### src/include/phy_status_pkg.sv
package phy_status_pkg;
  localparam logic [4:0]  addr_basic_status     = 5'h01;
  localparam logic [4:0]  addr_identifier_high  = 5'h02;
  localparam logic [4:0]  addr_identifier_low   = 5'h03;
  localparam logic [4:0]  addr_partner_ability  = 5'h05;
  // Status and partner ability bit positions
  localparam int          bit_t4                = 15;
  localparam int          bit_tx_fd             = 14;
  localparam int          bit_tx_hd             = 13;
  localparam int          bit_10_fd             = 12;
  localparam int          bit_10_hd             = 11;
  localparam int          bit_rsvd_hi           = 10;
  localparam int          bit_rsvd_lo           = 7;
  localparam int          bit_short_frame       = 6;
  localparam int          bit_an_done           = 5;
  localparam int          bit_rem_fault         = 4;
  localparam int          bit_an_able           = 3;
  localparam int          bit_link              = 2;
  localparam int          bit_jabber            = 1;
  localparam int          bit_ext_cap           = 0;
  localparam int          bit_partner_fault     = 13;
  // Fixed status values
  localparam logic        t4_capable            = 1'b0;
  localparam logic        mode_capable          = 1'b1;
  localparam logic        rsvd_value            = 1'b0;
  localparam logic        short_frame_accept    = 1'b1;
  localparam logic        an_capable            = 1'b1;
  localparam logic        ext_capable           = 1'b1;
  // Identifier field layout
  localparam int          id_org_hi_msb         = 15;
  localparam int          id_org_lo_lsb         = 10;
  localparam int          id_model_lsb          = 4;
  localparam logic [15:0] zero_word             = 16'h0000;
endpackage : phy_status_pkg

### src/verilog/phy_basic_status_and_id_regs.sv
// Summary of operation
// - Status bit 15, 100BASE-T4 capability, always reads zero.
// - Status bits 14 to 11, TX and 10BASE-T duplex abilities, always read one.
// - Reserved status bits 10 to 7 read zero; writes to them are ignored.
// - Preamble suppression bit reads one; frames without preamble are accepted.
// - Negotiation-complete bit follows finished auto-negotiation; zero after reset.
// - Remote fault bit latches high until status read or chip reset.
// - Remote fault sets after partner fault flag, partner ability bit 13, sets.
// - Auto-negotiation ability bit always reads one.
// - Link status reads one with a valid 10 or 100 link; zero after reset.
// - Link status latches low on failure until the register is read.
// - Jabber bit latches high until status read or chip reset.
// - Jabber detected only at 10 Mbps; at 100 Mbps a status read clears it.
// - Extended capability bit always reads one.
// - First identifier holds org identifier bits 3 to 18 in bits 15 to 0.
// - Both identifier registers form one read-only org, model, revision identifier.
// - Second identifier: org bits 19-24, model in 9-4, revision in 3-0.
// - Partner fault flag sets when the partner signals remote fault in negotiation.
`timescale 1ns/10ps
module phy_basic_status_and_id_regs #(
  parameter logic [23:0] org_id   = 24'h00_1234, // Arbitrary value
  parameter logic [5:0]  model_id = 6'h05,       // Arbitrary value
  parameter logic [3:0]  revision = 4'h1         // Arbitrary value
) (
  input  wire logic                     clk,            // 20 MHz clock
  input  wire logic                     rst,            // Sync reset, high
  input  wire logic                     rd_strobe,      // Register read request
  input  wire logic [4:0]               rd_addr,        // Register address
  input  wire logic                     wr_strobe,      // Register write request
  input  wire logic [4:0]               wr_addr,        // Write address
  input  wire logic [15:0]              wr_data,        // Write data
  input  wire logic                     an_complete_in, // Negotiation finished
  input  wire logic                     link_ok_in,     // Valid link present
  input  wire logic                     speed_10_in,    // Running at 10 Mbps
  input  wire logic                     jabber_in,      // Jabber condition
  input  wire logic                     partner_rf_in,  // Partner remote fault seen
  output logic [15:0]                   rd_data,        // Read data
  output logic                          rd_valid,       // Read data valid pulse
  output logic                          partner_fault_flag // Partner ability bit 13
);
  import phy_status_pkg::*;

  ////////////////////////////////////////////////////////////////////////////////
  typedef struct packed {
    logic [1:0]  an_sync;
    logic [1:0]  link_sync;
    logic [1:0]  spd_sync;
    logic [1:0]  jab_sync;
    logic [1:0]  rf_sync;
    logic        an_done;
    logic        rem_fault;
    logic        link_latched;
    logic        jabber;
    logic        partner_fault_flag;
    logic [15:0] rd_data;
    logic        rd_valid;
  } state_s;

  state_s cur;
  state_s nxt;

  // Organisation identifier slices: bit 1 of the identifier is org_id[23]
  localparam int org_upper_msb = 21;
  localparam int org_upper_lsb = 6;
  localparam int org_lower_msb = 5;

  // Identifier words built once from the parameters
  function automatic logic [15:0] id_word(input logic hi);
    logic [15:0] w;
    w = zero_word;
    if (hi) begin
      w = org_id[org_upper_msb:org_upper_lsb];
    end else begin
      w[id_org_hi_msb:id_org_lo_lsb] = org_id[org_lower_msb:0];
      w[id_org_lo_lsb-1:id_model_lsb] = model_id;
      w[id_model_lsb-1:0] = revision;
    end
    return w;
  endfunction : id_word

  function automatic logic [15:0] status_word(input state_s s);
    logic [15:0] w;
    w = zero_word;
    w[bit_t4]          = t4_capable;
    w[bit_tx_fd]       = mode_capable;
    w[bit_tx_hd]       = mode_capable;
    w[bit_10_fd]       = mode_capable;
    w[bit_10_hd]       = mode_capable;
    w[bit_rsvd_hi:bit_rsvd_lo] = {4{rsvd_value}};
    w[bit_short_frame] = short_frame_accept;
    w[bit_an_done]     = s.an_done;
    w[bit_rem_fault]   = s.rem_fault;
    w[bit_an_able]     = an_capable;
    w[bit_link]        = s.link_latched;
    w[bit_jabber]      = s.jabber;
    w[bit_ext_cap]     = ext_capable;
    return w;
  endfunction : status_word

  ////////////////////////////////////////////////////////////////////////////////
  logic status_read;
  assign status_read = rd_strobe && (rd_addr == addr_basic_status);

  always_comb begin
    nxt = cur;
    nxt.an_sync   = {cur.an_sync[0], an_complete_in};
    nxt.link_sync = {cur.link_sync[0], link_ok_in};
    nxt.spd_sync  = {cur.spd_sync[0], speed_10_in};
    nxt.jab_sync  = {cur.jab_sync[0], jabber_in};
    nxt.rf_sync   = {cur.rf_sync[0], partner_rf_in};
    nxt.rd_valid  = rd_strobe;
    nxt.an_done   = cur.an_sync[1];
    // Partner flag is sticky within the negotiation result
    if (cur.rf_sync[1]) begin
      nxt.partner_fault_flag = 1'b1;
    end else if (!cur.an_sync[1]) begin
      nxt.partner_fault_flag = 1'b0;
    end
    // Read releases latches to live value; a live event on that cycle still wins
    if (status_read) begin
      nxt.rem_fault    = cur.partner_fault_flag;
      nxt.link_latched = cur.link_sync[1];
      nxt.jabber       = cur.jab_sync[1] && cur.spd_sync[1];
    end else begin
      if (cur.partner_fault_flag) begin
        nxt.rem_fault = 1'b1;
      end
      if (!cur.link_sync[1]) begin
        nxt.link_latched = 1'b0;
      end
      if (cur.jab_sync[1] && cur.spd_sync[1]) begin
        nxt.jabber = 1'b1;
      end
    end
    // Every register here is read-only; writes change nothing
    if (rd_strobe) begin
      case (rd_addr)
        addr_basic_status:    nxt.rd_data = status_word(cur);
        addr_identifier_high: nxt.rd_data = id_word(1'b1);
        addr_identifier_low:  nxt.rd_data = id_word(1'b0);
        addr_partner_ability: begin
          nxt.rd_data = zero_word;
          nxt.rd_data[bit_partner_fault] = cur.partner_fault_flag;
        end
        default:              nxt.rd_data = zero_word;
      endcase
    end
  end

  always_ff @(posedge clk) begin
    if (rst) begin
      cur <= '0;
    end else begin
      cur <= nxt;
    end
  end

  assign rd_data            = cur.rd_data;
  assign rd_valid           = cur.rd_valid;
  assign partner_fault_flag = cur.partner_fault_flag;
endmodule : phy_basic_status_and_id_regs

### config.mk
export PLATFORM = sky130hd
export DESIGN_NAME = phy_basic_status_and_id_regs
export DESIGN_NICKNAME = d
export VERILOG_FILES = /design/src/include/phy_status_pkg.sv /design/src/verilog/phy_basic_status_and_id_regs.sv
export SDC_FILE = /design/constraint.sdc
export NUM_CORES = 1
export LEC_CHECK = 0
export BUFFER_PORTS_ARGS = -buffer_cell sky130_fd_sc_hd__buf_4
export CAP_MARGIN = 20
export CELL_PAD_IN_SITES_DETAIL_PLACEMENT = 0
export CELL_PAD_IN_SITES_GLOBAL_PLACEMENT = 1
export CORE_MARGIN = 3
export CORE_UTILIZATION = 34
export CTS_CLUSTER_DIAMETER = 120
export DETAILED_ROUTE_END_ITERATION = 12
export PLACE_DENSITY = 0.85
export REMOVE_ABC_BUFFERS = 1
export SLEW_MARGIN = 10
export SYNTH_ARGS = -nofsm -noshare
export SYNTH_HDL_FRONTEND = slang
export SYNTH_SLANG_ARGS = --single-unit
export TNS_END_PERCENT = 5
### constraint.sdc
create_clock -name clk -period 3.4 [get_ports clk]
set_clock_uncertainty 0.2 [all_clocks]
set_input_delay 0 -clock clk [delete_from_list [all_inputs] [get_ports clk]]
set_output_delay 0 -clock clk [all_outputs]
set_load 0.01 [all_outputs]
==> out/metrics.yaml, run 1 <==
outcome: "completed"
rsz0062_at_grt: "false"
fin_nets: 175
syn_avg_cell_area_um2: 10.4
clock.fmax_mhz: 396
root_buffer: "clkbuf_4"
setup_violations: 0
cts_setup_buffers: 0
drt_pass1_iterations: 2
synth_cell_types: 29
grt_pass1_wl_um: 3140
period_needed_ns: 2.52
antennaDiodeCount: 0
dr.first_iter.drc_count: 13
antenna_found_initial: 0
cpMaxStageDelayCell: "dlygate4sd3_1"
path_cells: "dlygate4sd3_1, buf_4, nand3b_4, or4_4, dlygate4sd3_1, o32ai_2, dlygate4sd3_1"
cts_tree: "yes"
path_class: "input port to register"
yosys-top-cells-area: "dfxtp_1 (50%), buf_4 (12%), nor2b_1 (7.2%), nand2b_1 (3.6%), a21oi_1 (2.9%)"
slowest_delay_ns: 0.61
via_count: 767
synth_top_area_share_pct: 50.2
synth_edf_count: 0
max-vdd-ir-drop_mv: 0.296
totalWireLength_um: 1860
hold_path.class: "register to register"
async_reset_ff_share_pct: 0
clock-sinks: 26
crit_family: "buffers and inverters"
final_util_pct: 51.3
crit_path_start_kind: "input port"
period_share_pct: 74.2
die_h_um: 61.2
cts.reportedPaths.clkPinSlew_ns: 0.14
grt_max_degree: 27
synth_cells: 100
io_buffers: 26
yosys.area.top_type: "dfxtp_1"
ctsResizeCount: 0
maxSlewViolCount: 0
area_growth_pct: 40.1
synth_seq_area_share_pct: 50.2
hold_viol_final: 0
gr-total-overflow: 0
maxCapViolations: 0
initial_utilization_pct: 36.6
track_usage_pct: 11.3
tns_ns: 0
hold_slack_ns: 0.250
grt_pass1_vias: 750
h-tree-depth: 1
ys_warn_count: 0
required_ns: 3.47
p_per_area_nw_per_um2: 404
synthFlopType: "dfxtp_1"
die_w_um: 61.2
ant_nets: 0
synth.most_common_cell: "dfxtp_1"
synth_area_um2: 1040
layout-drive-gt1-share_pct: 27.3
via_per_inst: 4.51
cts_buffers: 3
dieArea_um2: 3750
place_hpwl_um: 1160
drc: 0
critPathBufInv: 4
ios: 53
rows: 19
ys_ff_latch: 26
coreArea_um2: 2830
place.gp.congestion: 0.741
clock_latency_ns: 0.32
cts.path.max_buffers: 2
path_max_fanout: 6
power.leakage_uw: 0.000622
detail_route.wl_per_cell_um: 10.9
synthTopCellsByCount: "dfxtp_1 (26), buf_4 (16), nor2b_1 (12), a21oi_1 (6), nand2b_1 (6)"
cpMostUsedCell: "dlygate4sd3_1"
critPathArrivalTime_ns: 2.60
end_kind: "register"
[layout by cell type, fill, tap and decap left out]
master,synthesis,layout
o22ai_1,2,2
a31o_2,2,2
nor3_2,1,1
o32ai_2,1,1
dfxtp_1,26,26
nand3b_1,1,1
a21oi_1,6,6
o211ai_1,1,1
nor2b_1,12,12
inv_1,3,3
a2111o_1,1,1
nor3b_1,2,2
nand2b_1,6,6
xor2_1,1,1
nand4_1,1,1
buf_4,16,26
nor2_1,1,1
nand3_1,2,2
o211a_1,1,1
clkbuf_4,0,3
a21oi_2,1,1
nor4_4,1,1
dlygate4sd3_1,0,25
o31ai_1,1,1
bufinv_16,0,1
nand3b_4,1,1
conb_1,1,4
or4_4,1,1
o21ai_0,1,1
nand2_1,4,4
[cell type report]
| class | instances | area, um^2 |
|---|---|---|
| Fill cell | 252 | 1380 |
| Inverter | 3 | 11.3 |
| Timing Repair Buffer | 51 | 445 |
| Tap cell | 31 | 38.8 |
| Sequential cell | 26 | 520 |
| Multi-Input combinational cell | 55 | 383 |
| Clock inverter | 1 | 30.0 |
| Clock buffer | 3 | 22.5 |
[flip-flops by register name (all words and copies together), names as in the netlist]
| register | count |
|---|---|
| partner_fault_flag | 1 |
| rd_valid | 1 |
| rd_data | 10 |
| cur | 14 |
[kinds of logic (layout without fill, tap and decap cells)]
| family | count (synthesis) | count (layout) | synth area share [%] |
|---|---|---|---|
| other | 1 | 4 | 0.362 |
| XOR/XNOR | 1 | 1 | 0.846 |
| flip-flops | 26 | 26 | 50.2 |
| AND/OR/NAND/NOR | 33 | 33 | 22.5 |
| AO/OA/AOI/OAI | 17 | 17 | 12.2 |
| buffers and inverters | 22 | 58 | 13.9 |
[power breakdown]
part / internal, uW / leakage [uW] / switching, uW
clock network: 119 / 0.0000279 / 90.9
logic: 33.9 / 0.000381 / 26.0
registers: 313 / 0.000212 / 2.45
total: 466 / 0.000622 / 119
[layer usage]
| layer | GRT usage [%] | up-vias | wire (um) |
|---|---|---|---|
| li1 | - | 394 | - |
| met1 | 11.8 | 346 | 824 |
| met2 | 21.3 | 27 | 902 |
| met3 | 4.82 | 0 | 133 |
| met4 | 1.86 | 0 | 0 |
| met5 | 0 | - | 0 |
[per-stage QoR]
step	setup WS, ns	std cells	instance area [um^2]	power (uW)
6_report	0.878	170	1450	586
5_1_grt	0.818	170	1450	611
4_1_cts	0.887	170	1450	592
3_5_place_dp	2.21	141	1150	365
3_3_place_gp	2.22	141	1150	364
2_1_floorplan	2.23	84	915	338
[final timing paths]
check,start,to,slack [ns],cells past startpoint
max,rd_addr[1],rd_data[1],0.88,7
min,cur[29],cur[19],0.25,1
max reg2reg,partner_fault_flag,rd_data[13],1.10,5
min reg2reg,cur[29],cur[19],0.25,1
[what timing repair did]
action / in CTS / in global routing
hold buffers: 25 / 0
endpoints found under the hold margin: 26 / 0
setup endpoints to repair: 0 / 0
No activity file was read; power rests on OpenSTA's default activity.
==> inputs of run 2 (changes only) <==
--- a/config.mk
+++ b/config.mk
@@ -10,10 +10,10 @@
 export CELL_PAD_IN_SITES_DETAIL_PLACEMENT = 0
 export CELL_PAD_IN_SITES_GLOBAL_PLACEMENT = 1
 export CORE_MARGIN = 3
-export CORE_UTILIZATION = 34
+export CORE_UTILIZATION = 29
 export CTS_CLUSTER_DIAMETER = 120
 export DETAILED_ROUTE_END_ITERATION = 12
-export PLACE_DENSITY = 0.85
+export PLACE_DENSITY = 0.77
 export REMOVE_ABC_BUFFERS = 1
 export SLEW_MARGIN = 10
 export SYNTH_ARGS = -nofsm -noshare
==> constraint.sdc (replaced) <==
create_clock -name clk -period 2.1 [get_ports clk]
set_clock_uncertainty 0.2 [all_clocks]
set_input_delay 0 -clock clk [delete_from_list [all_inputs] [get_ports clk]]
set_output_delay 0 -clock clk [all_outputs]
set_load 0.01 [all_outputs]
==> run 2 against run 1 <==
Via count fell by 1.6%. Sequential cell count unchanged. Combinational power grew 61%. Non-clock buffer count shrank 3. Critical path type unchanged.
==> out/metrics.yaml, run 2 (same netlist as run 1, synthesis figures left out) <==
outcome: "completed"
dieArea_um2: 4330  # +15%
clock_latency_ns: 0.32  # about the same
via_per_inst: 4.15  # -8.1%
clock.fmax_mhz: 509
gr-total-overflow: 0  # unchanged
maxCapViolations: 0  # unchanged
maxSlewViolCount: 0  # unchanged
antennaDiodeCount: 0  # unchanged
critPathArrivalTime_ns: 2.01  # -0.59 ns
place_area_um2: 1170  # +1.6%
cts_buffers: 3  # unchanged
layout-drive-gt1-share_pct: 27.9  # +0.60 points
tns_ns: 0  # unchanged
rows: 21  # +2
crit_path_start_kind: "input port"
place_hpwl_um: 1170  # +0.91%
dpl_worst_slack_ns: 0.927  # -1.29 ns
ctsResizeCount: 0  # unchanged
stdcell_area_um2: 1440  # -0.78%
detail_route.wl_per_cell_um: 10.3  # -5.6%
path_max_fanout: 6  # unchanged
die_h_um: 65.8  # +7.5%
p_per_area_nw_per_um2: 657  # +63%
antenna_found_initial: 0  # unchanged
period_needed_ns: 1.97
h-tree-depth: 1  # unchanged
totalPowerFinal_uw: 946  # +61%
grt_pass1_vias: 752  # +0.27%
wl_met3_um: 145  # +9.0%
hold_viol_final: 0  # unchanged
cts_setup_buffers: 0  # unchanged
largest_register_ffs: 14  # unchanged
dr.first_iter.drc_count: 12  # -1
io_buffers: 26  # unchanged
cts.reportedPaths.clkPinSlew_ns: 0.14  # about the same
power.leakage_uw: 0.000601  # -3.4%
root_buffer: "clkbuf_4"
period_share_pct: 93.6
area_growth_pct: 39.0
highest_layer: "met4"
drt_pass1_iterations: 4  # +2
wl_met1_um: 757  # -8.1%
ios: 53  # unchanged
grt_pass1_wl_um: 3130  # -0.22%
rrSetupSlack_ns: 0.34  # -0.76 ns
end_kind: "register"
max-vdd-ir-drop_mv: 0.432  # +46%
die_w_um: 65.8  # +7.5%
track_usage_pct: 9.24  # -2.1 points
ant_nets: 0  # unchanged
via_count: 755  # -1.6%
num-fill-cells: 339  # +35%
hold_slack_ns: 0.249  # -0.00103 ns
hold_path.class: "register to register"
initial_utilization_pct: 30.6  # -6.1 points
grt_max_degree: 27  # unchanged
drc: 0  # unchanged
fin_ws_ns: 0.135  # -0.743 ns
clock-sinks: 26  # unchanged
largest-register: "cur"
setup_violations: 0  # unchanged
fin_nets: 172  # -1.7%
final_cell_mix: "dfxtp_1 (26), buf_4 (26), dlygate4sd3_1 (22)"
place.gp.congestion: 0.686  # -7.4%
path_class: "input port to register"
coreArea_um2: 3390  # +20%
wl_met2_um: 961  # +6.5%
cts_tree: "yes"
required_ns: 2.15  # -1.32 ns
totalWireLength_um: 1880  # +1.1%
rsz0062_at_grt: "false"
cts.path.max_buffers: 2  # unchanged
[run 2: per-stage QoR]
stage | instances | util, %
after global routing | 182 | 42.5
after detailed placement | 156 | 34.4
after CTS | 182 | 42.5
final | 182 | 42.5
after floorplan | 84 | -
after global placement | 156 | 34.4
[run 2: per-layer routing]
| metal | global-route usage [%] | vias to the layer above |
|---|---|---|
| met3 | 3.40 | 2 |
| met2 | 16.8 | 28 |
| li1 | - | 388 |
| met4 | 3.11 | 0 |
| met1 | 9.71 | 337 |
| met5 | 0 | - |
[run 2: critical path, cell delays in order]
cell,delay (ns)
dlygate4sd3_1,0.54
buf_4,0.16
nand3b_4,0.17
or4_4,0.41
dlygate4sd3_1,0.61
o32ai_2,0.12
[run 2: area by class of cell]
class	instances	area [um^2]	area share, %
Inverter	3	11.3	0.782
Multi-Input combinational cell	55	383	26.6
Timing Repair Buffer	48	415	28.8
Clock buffer	3	22.5	1.56
Clock inverter	1	30.0	2.09
Tap cell	46	57.6	4.00
Sequential cell	26	520	36.1
[run 2: final timing paths]
check,start,to,cells past startpoint
max,rd_addr[1],rd_data[1],6
min,cur[29],cur[19],1
max reg2reg,partner_fault_flag,rd_data[13],4
min reg2reg,cur[29],cur[19],1
[run 2: where the power goes]
group,internal (uW),switching [uW],leakage [uW]
combinational,54.4,42.0,0.000361
sequential,507,4.07,0.000212
clock,193,145,0.0000279
[run 2: repair_timing]
item,4_1_cts,5_1_grt
hold buffers,22,0
hold endpoints to repair,26,0
endpoints found under the setup margin,0,0
